## config.mk

```make
export PLATFORM = sky130hd
export DESIGN_NAME = rop_power_seq
export DESIGN_NICKNAME = d
export VERILOG_FILES = /design/src/rop_pkg.sv /design/src/rop_power_seq.sv /design/src/rop_sync.sv /design/src/rop_wr_stage.sv
export VERILOG_INCLUDE_DIRS = /design/src
export SDC_FILE = /design/constraint.sdc
export NUM_CORES = 2
export LEC_CHECK = 0
export BUFFER_PORTS_ARGS = -buffer_cell sky130_fd_sc_hd__buf_2
export CAP_MARGIN = 15
export CORE_MARGIN = 2
export CORE_UTILIZATION = 67
export CTS_CLUSTER_DIAMETER = 30
export DETAILED_ROUTE_END_ITERATION = 7
export GPL_TIMING_DRIVEN = 0
export PLACE_DENSITY = 0.93
export SLEW_MARGIN = 20
export SYNTH_ARGS = -nofsm -noshare
export SYNTH_HDL_FRONTEND = slang
export SYNTH_SLANG_ARGS = --single-unit
```

## constraint.sdc

```tcl
create_clock -name i_clk -period 5.55 [get_ports i_clk]
set_input_delay 0.8325 -clock i_clk [delete_from_list [all_inputs] [get_ports i_clk]]
set_output_delay 0.8325 -clock i_clk [all_outputs]
set_load 0.01 [all_outputs]
```

## src/rop_consts.svh

```systemverilog
// constants for the clock-only power sequencer
`ifndef ROP_CONSTS_SVH
`define ROP_CONSTS_SVH

`define ROP_OFS_INT_EN     16'h1900
`define ROP_OFS_UPDATE     16'h1901
`define ROP_OFS_MS_CNT     16'h1904
`define ROP_OFS_MS_ALM     16'h1905
`define ROP_OFS_SEC_CNT    16'h1908
`define ROP_OFS_SEC_ALM    16'h1909
`define ROP_OFS_MIN_CNT    16'h190c
`define ROP_OFS_MIN_ALM    16'h190d
`define ROP_OFS_HOUR_CNT   16'h1910
`define ROP_OFS_HOUR_ALM   16'h1911
`define ROP_OFS_DAY_CNT    16'h1914
`define ROP_OFS_DAY_ALM    16'h1915
`define ROP_OFS_MON_CNT    16'h1918
`define ROP_OFS_MON_ALM    16'h1919
`define ROP_OFS_YEAR_CNT   16'h191c
`define ROP_OFS_YEAR_ALM   16'h191d
`define ROP_OFS_INT_FLAGS  16'h1920
`define ROP_OFS_LOST_PWR   16'h1921
`define ROP_OFS_PER_SEL    16'h1924
`define ROP_OFS_DRIFT      16'h1928
`define ROP_OFS_OSC_CTRL   16'h192c
`define ROP_OFS_PWR_MGMT   16'h1930
`define ROP_OFS_SCR1       16'h1960
`define ROP_OFS_SCR2       16'h1961
`define ROP_OFS_SCR3       16'h1964
`define ROP_OFS_SCR4       16'h1965
`define ROP_REG_BASE       16'h1900

`define ROP_PMGT_REG_PD_BIT 1
`define ROP_PMGT_BANDGAP_POWERDOWN_BIT_BIT  2
`define ROP_OSC_OFF_BIT     0

`define ROP_REG_RESET      16'h0000
`define ROP_LOST_PWR_RESET 16'h0001

`define ROP_CLK_MHZ        10
`define ROP_DOMAIN_PER_NS  30500
`define ROP_MIN_CPU_RATIO  3
`define ROP_WR_SYNC_TICKS  2
`define ROP_TICKS_PER_SEC  32768
`define ROP_SYS_RST_NS     1000
`define ROP_SYS_RST_CYC    ((`ROP_SYS_RST_NS * `ROP_CLK_MHZ + 999) / 1000)
`define ROP_SEC_MAX        8'h59
`define ROP_HOUR_MAX       8'h23

`endif

```

## src/rop_pkg.sv

```systemverilog
// types shared by the power sequencer files
package rop_pkg;
  typedef logic [15:0] rop_word_type;
  typedef logic [5:0]  rop_idx_type;
  typedef enum logic [1:0] {
    PS_ON,
    PS_OFF,
    PS_RAMP,
    PS_RESET
  } rop_pwr_state_type;
endpackage

```

## src/rop_power_seq.sv

```systemverilog
// clock-only low-power sequencer with the domain register file
`include "rop_consts.svh"
module rop_power_seq #(
  parameter int TICKS_PER_SEC = `ROP_TICKS_PER_SEC,
  parameter int SYS_RST_CYC   = `ROP_SYS_RST_CYC
) (
  input  wire logic                  i_clk,
  input  wire logic                  i_arst_n,
  input  wire logic                  i_rtc_clk,
  input  wire logic                  i_wake,
  input  wire logic                  i_core_above_thr,
  input  wire logic [15:0]           i_io_addr,
  input  wire logic                  i_io_wr,
  input  wire logic                  i_io_rd,
  input  wire rop_pkg::rop_word_type i_io_wdata,
  output rop_pkg::rop_word_type      o_io_rdata,
  output logic                       o_io_rd_valid,
  output logic                       o_wr_pending,
  output logic                       o_core_reg_en,
  output logic                       o_core_power_good,
  output logic                       o_rtc_isolate,
  output logic                       o_sys_reset_n
);
  import rop_pkg::*;

  localparam int PW = $clog2(TICKS_PER_SEC);

  function automatic rop_idx_type ofs_idx(input logic [15:0] addr);
    logic [15:0] ofs;
    ofs = addr - `ROP_REG_BASE;
    return {ofs[6:2], ofs[0]};
  endfunction

  // holes alias in the folded index, so they must miss here
  function automatic logic addr_mapped(input logic [15:0] addr);
    logic hit;
    if (addr == `ROP_OFS_INT_EN) begin
      hit = 1'b1;
    end else if (addr == `ROP_OFS_UPDATE) begin
      hit = 1'b1;
    end else if (addr == `ROP_OFS_MS_CNT) begin
      hit = 1'b1;
    end else if (addr == `ROP_OFS_MS_ALM) begin
      hit = 1'b1;
    end else if (addr == `ROP_OFS_SEC_CNT) begin
      hit = 1'b1;
    end else if (addr == `ROP_OFS_SEC_ALM) begin
      hit = 1'b1;
    end else if (addr == `ROP_OFS_MIN_CNT) begin
      hit = 1'b1;
    end else if (addr == `ROP_OFS_MIN_ALM) begin
      hit = 1'b1;
    end else if (addr == `ROP_OFS_HOUR_CNT) begin
      hit = 1'b1;
    end else if (addr == `ROP_OFS_HOUR_ALM) begin
      hit = 1'b1;
    end else if (addr == `ROP_OFS_DAY_CNT) begin
      hit = 1'b1;
    end else if (addr == `ROP_OFS_DAY_ALM) begin
      hit = 1'b1;
    end else if (addr == `ROP_OFS_MON_CNT) begin
      hit = 1'b1;
    end else if (addr == `ROP_OFS_MON_ALM) begin
      hit = 1'b1;
    end else if (addr == `ROP_OFS_YEAR_CNT) begin
      hit = 1'b1;
    end else if (addr == `ROP_OFS_YEAR_ALM) begin
      hit = 1'b1;
    end else if (addr == `ROP_OFS_INT_FLAGS) begin
      hit = 1'b1;
    end else if (addr == `ROP_OFS_LOST_PWR) begin
      hit = 1'b1;
    end else if (addr == `ROP_OFS_PER_SEL) begin
      hit = 1'b1;
    end else if (addr == `ROP_OFS_DRIFT) begin
      hit = 1'b1;
    end else if (addr == `ROP_OFS_OSC_CTRL) begin
      hit = 1'b1;
    end else if (addr == `ROP_OFS_PWR_MGMT) begin
      hit = 1'b1;
    end else if (addr == `ROP_OFS_SCR1) begin
      hit = 1'b1;
    end else if (addr == `ROP_OFS_SCR2) begin
      hit = 1'b1;
    end else if (addr == `ROP_OFS_SCR3) begin
      hit = 1'b1;
    end else if (addr == `ROP_OFS_SCR4) begin
      hit = 1'b1;
    end else begin
      hit = 1'b0;
    end
    return hit;
  endfunction

  // returns {carry, next value} of a two-digit bcd count
  function automatic logic [8:0] bcd_inc(input logic [7:0] v, input logic [7:0] lim);
    logic [8:0] r;
    if (v >= lim) begin
      r = {1'b1, 8'h00};
    end else if (v[3:0] >= 4'h9) begin
      r = {1'b0, v[7:4] + 4'h1, 4'h0};
    end else begin
      r = {1'b0, v[7:4], v[3:0] + 4'h1};
    end
    return r;
  endfunction

  localparam rop_idx_type UPD_IDX  = ofs_idx(`ROP_OFS_UPDATE);
  localparam rop_idx_type SEC_IDX  = ofs_idx(`ROP_OFS_SEC_CNT);
  localparam rop_idx_type MIN_IDX  = ofs_idx(`ROP_OFS_MIN_CNT);
  localparam rop_idx_type HOUR_IDX = ofs_idx(`ROP_OFS_HOUR_CNT);
  localparam rop_idx_type LOST_IDX = ofs_idx(`ROP_OFS_LOST_PWR);
  localparam rop_idx_type OSC_IDX  = ofs_idx(`ROP_OFS_OSC_CTRL);
  localparam rop_idx_type PMGT_IDX = ofs_idx(`ROP_OFS_PWR_MGMT);
  localparam logic [PW-1:0] PRESC_LAST = PW'(TICKS_PER_SEC - 1);
  localparam logic [15:0]   RST_LAST   = 16'(SYS_RST_CYC - 1);

  // sparse map folded into 64 words; unmapped slots are never written
  rop_word_type      regs_r [0:63];
  rop_pwr_state_type state_r;
  rop_pwr_state_type state_nxt;
  logic [15:0]       rst_cnt_r;
  logic [PW-1:0]     presc_r;
  logic              rtc_d_r;

  logic [2:0]  sync_out;
  wire         rtc_s = sync_out[0];
  wire         wake_s = sync_out[1];
  wire         thr_s = sync_out[2];

  rop_sync #(
    .WIDTH (3)
  ) u_sync (
    .i_clk    (i_clk),
    .i_arst_n (i_arst_n),
    .i_async  ({i_core_above_thr, i_wake, i_rtc_clk}),
    .o_sync   (sync_out)
  );

  // domain clock rising edge, seen on the fast clock
  wire rtc_edge = rtc_s & ~rtc_d_r;
  wire osc_on   = ~regs_r[OSC_IDX][`ROP_OSC_OFF_BIT];
  wire tick     = rtc_edge & osc_on;

  wire         cpu_ok    = (state_r == PS_ON);
  wire         addr_hit  = addr_mapped(i_io_addr);
  rop_idx_type addr_idx;
  assign addr_idx = ofs_idx(i_io_addr);

  wire wr_take = i_io_wr & cpu_ok & addr_hit & osc_on;
  // cpu access only out of isolation
  wire rd_take = i_io_rd & cpu_ok & addr_hit;

  logic         cm_valid;
  rop_idx_type  cm_idx;
  rop_word_type cm_data;

  rop_wr_stage u_wr (
    .i_clk    (i_clk),
    .i_arst_n (i_arst_n),
    .i_load   (wr_take),
    .i_idx    (addr_idx),
    .i_data   (i_io_wdata),
    .i_tick   (tick),
    .o_busy   (o_wr_pending),
    .o_commit (cm_valid),
    .o_idx    (cm_idx),
    .o_data   (cm_data)
  );

  wire pd_any = regs_r[PMGT_IDX][`ROP_PMGT_REG_PD_BIT] |
                regs_r[PMGT_IDX][`ROP_PMGT_BANDGAP_POWERDOWN_BIT_BIT];

  // raw domain edge: a stopped oscillator must not block wake-up
  // wake only counts on a domain edge
  wire wake_go = (state_r == PS_OFF) & rtc_edge & wake_s;

  wire       sec_step = tick & (presc_r == PRESC_LAST);
  wire [8:0] sec_inc  = bcd_inc(regs_r[SEC_IDX][7:0], `ROP_SEC_MAX);
  wire [8:0] min_inc  = bcd_inc(regs_r[MIN_IDX][7:0], `ROP_SEC_MAX);
  wire [8:0] hour_inc = bcd_inc(regs_r[HOUR_IDX][7:0], `ROP_HOUR_MAX);
  wire       min_step  = sec_step & sec_inc[8];
  wire       hour_step = min_step & min_inc[8];

  always_comb begin
    state_nxt = state_r;
    case (state_r)
      PS_ON: begin
        if (pd_any) begin
          state_nxt = PS_OFF;
        end else if (!thr_s) begin
          state_nxt = PS_RAMP;
        end
      end
      PS_OFF: begin
        if (wake_go) begin
          state_nxt = PS_RAMP;
        end
      end
      PS_RAMP: begin
        if (thr_s) begin
          state_nxt = PS_RESET;
        end
      end
      PS_RESET: begin
        if (!thr_s) begin
          state_nxt = PS_RAMP;
        end else if (rst_cnt_r == RST_LAST) begin
          state_nxt = PS_ON;
        end
      end
      default: state_nxt = PS_RAMP;
    endcase
  end

  wire pg_nxt = (state_nxt == PS_RESET) | (state_nxt == PS_ON);

  // only the domain power-on reset clears these
  always_ff @(posedge i_clk or negedge i_arst_n) begin
    if (!i_arst_n) begin
      state_r           <= PS_RAMP;
      rst_cnt_r         <= 16'h0000;
      rtc_d_r           <= 1'b0;
      o_core_reg_en     <= 1'b1;
      o_core_power_good <= 1'b0;
      o_rtc_isolate     <= 1'b1;
      o_sys_reset_n     <= 1'b0;
    end else begin
      state_r           <= state_nxt;
      rst_cnt_r         <= (state_r == PS_RESET) ? rst_cnt_r + 16'h0001 : 16'h0000;
      rtc_d_r           <= rtc_s;
      o_core_reg_en     <= (state_nxt != PS_OFF);
      o_core_power_good <= pg_nxt;
      o_rtc_isolate     <= ~pg_nxt;
      o_sys_reset_n     <= (state_nxt == PS_ON);
    end
  end

  // every read strobe is answered, even refused ones, so the cpu never stalls
  // register answers; refused reads return zero
  always_ff @(posedge i_clk or negedge i_arst_n) begin
    if (!i_arst_n) begin
      o_io_rdata    <= `ROP_REG_RESET;
      o_io_rd_valid <= 1'b0;
    end else begin
      o_io_rdata    <= rd_take ? regs_r[addr_idx] : `ROP_REG_RESET;
      o_io_rd_valid <= i_io_rd;
    end
  end

  // seconds prescaler on the domain clock
  always_ff @(posedge i_clk or negedge i_arst_n) begin
    if (!i_arst_n) begin
      presc_r <= '0;
    end else if (tick) begin
      presc_r <= (presc_r == PRESC_LAST) ? '0 : presc_r + PW'(1);
    end
  end

  // later assignments take priority: commit over count, wake over commit
  always_ff @(posedge i_clk or negedge i_arst_n) begin
    if (!i_arst_n) begin
      for (int k = 0; k < 64; k++) begin
        regs_r[k] <= `ROP_REG_RESET;
      end
      regs_r[LOST_IDX] <= `ROP_LOST_PWR_RESET;
    end else begin
      if (sec_step) begin
        regs_r[SEC_IDX][7:0] <= sec_inc[7:0];
      end
      if (min_step) begin
        regs_r[MIN_IDX][7:0] <= min_inc[7:0];
      end
      if (hour_step) begin
        regs_r[HOUR_IDX][7:0] <= hour_inc[7:0];
      end
      if (cm_valid) begin
        regs_r[cm_idx] <= cm_data;
      end
      if (wake_go) begin
        regs_r[PMGT_IDX][`ROP_PMGT_REG_PD_BIT] <= 1'b0;
        regs_r[PMGT_IDX][`ROP_PMGT_BANDGAP_POWERDOWN_BIT_BIT]  <= 1'b0;
      end
      // cleared while power-good is low so a stale update is never replayed
      // update control lost without core power
      if (!o_core_power_good) begin
        regs_r[UPD_IDX] <= `ROP_REG_RESET;
      end
    end
  end
endmodule

```

## src/rop_sync.sv

```systemverilog
// two-flop synchroniser for pin-level inputs
module rop_sync #(
  parameter int WIDTH = 1
) (
  input  wire logic             i_clk,
  input  wire logic             i_arst_n,
  input  wire logic [WIDTH-1:0] i_async,
  output logic      [WIDTH-1:0] o_sync
);
  import rop_pkg::*;

  logic [WIDTH-1:0] meta_r;

  always_ff @(posedge i_clk or negedge i_arst_n) begin
    if (!i_arst_n) begin
      meta_r <= '0;
      o_sync <= '0;
    end else begin
      meta_r <= i_async;
      o_sync <= meta_r;
    end
  end
endmodule

```

## src/rop_wr_stage.sv

```systemverilog
// holds one cpu write until two domain clock edges have passed
`include "rop_consts.svh"
module rop_wr_stage (
  input  wire logic                  i_clk,
  input  wire logic                  i_arst_n,
  input  wire logic                  i_load,
  input  wire rop_pkg::rop_idx_type  i_idx,
  input  wire rop_pkg::rop_word_type i_data,
  input  wire logic                  i_tick,
  output logic                       o_busy,
  output logic                       o_commit,
  output rop_pkg::rop_idx_type       o_idx,
  output rop_pkg::rop_word_type      o_data
);
  import rop_pkg::*;

  localparam logic [1:0] LAST_TICK = 2'(`ROP_WR_SYNC_TICKS - 1);

  logic [1:0] tick_cnt_r;
  wire        done = o_busy & i_tick & (tick_cnt_r == LAST_TICK);

  always_ff @(posedge i_clk or negedge i_arst_n) begin
    if (!i_arst_n) begin
      o_busy     <= 1'b0;
      o_commit   <= 1'b0;
      o_idx      <= '0;
      o_data     <= '0;
      tick_cnt_r <= 2'h0;
    end else begin
      o_commit <= done;
      if (i_load && !o_busy) begin
        o_busy     <= 1'b1;
        o_idx      <= i_idx;
        o_data     <= i_data;
        tick_cnt_r <= 2'h0;
      end else if (done) begin
        o_busy <= 1'b0;
      end else if (o_busy && i_tick) begin
        tick_cnt_r <= tick_cnt_r + 2'h1;
      end
    end
  end
endmodule

```

==> impl_results.md <==
- GR Util met1: 53.6%
- Remaining antenna violation count after routing: 0
- Static leakage: 22.5 nW
- Clk_skew: 0.0400 ns
- Most frequent cells in the layout: dfrtp_1, mux2_2, nand2_1, mux4_2, clkbuf_1
- Main synth FF type: dfrtp_1
- Layout fillers: 2884
- Hold path cells: 1
- EDFF count, synth: 0
- Max clock buf depth: 3
- Hold WC Path Type: in2reg
- Largest cells by area after synthesis: dfrtp_1, mux2_2, mux4_2
- Initial drt markers: 4336
- Clock transition at path regs: 0.06 ns
- # setup viols final: 0
- Gr ovfl total: 0
- First-pass GRT wire length: 202 mm
- Setup TNS: 0 ns
- GRT Overall Usage: 45.3%
- Worst endpoint required time: 6.19 ns
- Largest net degree at the start of global routing: 108
- IO Port Bufs: 57
- Number of vias after detailed routing: 29100
- Routing usage on met2: 65.3%
- Most common cell after layout, fill and taps aside: dfrtp_1
- Final critical-path required period: 3.74 ns
- Final WL: 137 mm
- Critical Path Start Type: primary input
- Pwr/cell area: 351 nW/um^2
- Synth Instances: 2862
- Die Wd: 249 um
- Syn avg cell area: 14.1 um^2
- Synth Net Count: 2922
- RSZ-0062 raised after global routing: no
- Status: finished, violations left
- Initial antenna violation count: 8
- R2R Path Start: u_wr.o_idx[2]
- CTS Sinks: 871
- CTS tree: done
- Max-Cap Viols: 0
- Area post-placement: 41800 um^2
- WHS Endpoint: u_sync.meta_r[0]
- Sequential area share after synthesis: 54.2%
- Post-CTS Resized: 0
- Endpoint type of the worst setup path: register
- Failing checks: DRC
- 1st-pass router iterations: 8
- Total CTS buffers: 148
- Cell variety after synth: 81
- DRC: 2
- Drt via density: 7.34
- DIE HEIGHT: 249 um
- Fin area: 46900 um^2
- Worst Reg2Reg Path Length in Cells: 6
- Worst Path Arrival: 4.39 ns
- R2R setup slack: 2.26 ns
- Area grow syn2layout: 16.6%
- R2R Path End: regs_r[762]
- Hold Startpoint: i_rtc_clk
- Footprint of the multi-input gates: 17100 um^2
- Starting Density: 68.0%
- Fin Hold WS: 0.192 ns
- Nets: 3139
- Gr busiest metal: met2
- HPWL Detailed: 86.9 mm
- Rel. slew slack: 13.1%
- Final Wtd Congestion: 1.02
- Synth warnings: 0
- CP Launch Point: i_io_addr[5]
- Post-synth ARST share: 100%
- Met3 Usage GRT: 20.8%
- Number of synthesized register bits: 871
- Fmax: 267 MHz
- Worst vdd ir: 0.249 mV
- Worst slew pin tran: 1.30 ns
- Row count: 89
- Floorplan core area: 59200 um^2
- Critical path type: in2reg
- Cell area after synthesis: 40300 um^2
- Worst skew pair latency: 0.77 ns
- Max-slew violations: 0
- Number of global-route vias before repair: 31000
- Per-cell routed wire length: 34.5 um
- Yosys top cell area share: 53.9%
- Clk root buf: clkbuf_16
- Final hold violations: 0
- Tcrit/Tclk final: 67.5%
- CTS H-tree depth: 4
- Worst-path fanout max: 10
- Reg area: 21800 um^2
- Share of layout cells above drive strength 1: 43.3%
- I/O Pins: 61
- Leading area contributor after synthesis: dfrtp_1
- Die area: 62100 um^2
## synth_stat cells, drive strengths merged, types with 3 or more instances
library cell / number
and4: 5
clkbuf: 184
nor2: 83
ha: 21
nand4: 12
mux2: 701
and3: 8
nor2b: 17
or2: 7
mux4: 215
dfrtp: 867
xnor2: 11
xor2: 18
nor3b: 8
a31oi: 5
nand2b: 13
a221o: 3
o22ai: 33
nand2: 246
and2: 8
nor4: 7
o32ai: 16
nand3: 29
buf: 98
dfstp: 4
mux2i: 8
a2111oi: 5
a21boi: 16
a21oi: 16
o21ai: 104
nor3: 9
nor4b: 4
inv: 43
## where the power goes
group	total [mW]	internal (mW)	leakage [nW]	switching, mW
registers	6.41	6.38	12.1	0.0262
logic	0.522	0.144	7.88	0.377
clock network	9.52	6.14	2.51	3.39
total	16.5	12.7	22.5	3.79
## per-stage QoR
| stage | cells | setup WS (ns) | util [%] | power, mW |
|---|---|---|---|---|
| 5_1_grt | 3966 | 2.04 | 79.2 | 16.7 |
| 2_1_floorplan | 2862 | 2.92 | - | 6.72 |
| 3_5_place_dp | 3701 | 1.54 | 70.5 | 7.01 |
| 3_3_place_gp | 3692 | -13.34 | 70.1 | 6.97 |
| 4_1_cts | 3965 | 2.23 | 79.2 | 16.4 |
| 6_report | 3970 | 1.81 | 79.2 | 16.5 |
## flip-flops by register name (all words and copies together), names as in the netlist
register           count
presc_r               15
o_core_power_good      1
u_wr.o_busy            1
o_core_reg_en          1
u_wr.o_idx             6
regs_r               784
u_wr.tick_cnt_r        2
o_rtc_isolate          1
o_io_rdata            16
u_wr.o_commit          1
rtc_d_r                1
o_sys_reset_n          1
state_r                2
u_sync.meta_r          3
rst_cnt_r             16
u_sync.o_sync          3
o_io_rd_valid          1
u_wr.o_data           16
## cell type report
type / count / share of cell area [%]
antenna: 5 / 0.0267
inverter: 43 / 0.344
buffer: 282 / 2.65
timing repair buffer: 67 / 1.18
clock inverter: 84 / 2.33
tap: 773 / 2.06
sequential: 871 / 46.5
clock buffer: 179 / 8.60
multi-input combinational: 1666 / 36.4
## logic make-up (layout without fill, tap and decap cells)
family          after synthesis  in the layout  synth area share (%)
other cells                   0              5                     0
mux                         924            924                  31.8
fa+ha+maj                    21             21                 0.653
simple gates                471            471                  5.61
compound gates              221            221                  3.65
xor+xnor                     29             29                 0.631
flops                       871            871                  54.2
buf+inv                     325            655                  3.48
## per-layer routing
| layer | routed length (um) | up-vias |
|---|---|---|
| met3 | 19700 | 872 |
| met1 | 45000 | 14800 |
| met2 | 59600 | 2674 |
| li1 | - | 10800 |
| met5 | 368 | - |
| met4 | 12200 | 16 |
## repair_timing
| item | 4_1_cts | 5_1_grt |
|---|---|---|
| buffers inserted | 0 | 0 |
| endpoints found under the hold margin | 25 | 0 |
| hold buffers | 1 | 0 |
## worst max-delay path, cell delays in order
cell and delay, ns:
buf_2 0.18, buf_2 0.42, buf_1 0.93, clkbuf_1 0.77
o311ai_0 0.28, o2111ai_1 0.58, o311a_1 0.36
## how the worst max path moves through the flow
stage | slack (ns) | to
5_1_grt | 2.04 | o_io_rdata[14]
4_1_cts | 2.23 | o_io_rdata[14]
6_report | 1.81 | o_io_rdata[14]
3_5_place_dp | 1.54 | o_io_rdata[14]
2_1_floorplan | 2.92 | o_io_rdata[4]
3_3_place_gp | -13.34 | regs_r[131]
(Power assumes the default switching activity.)
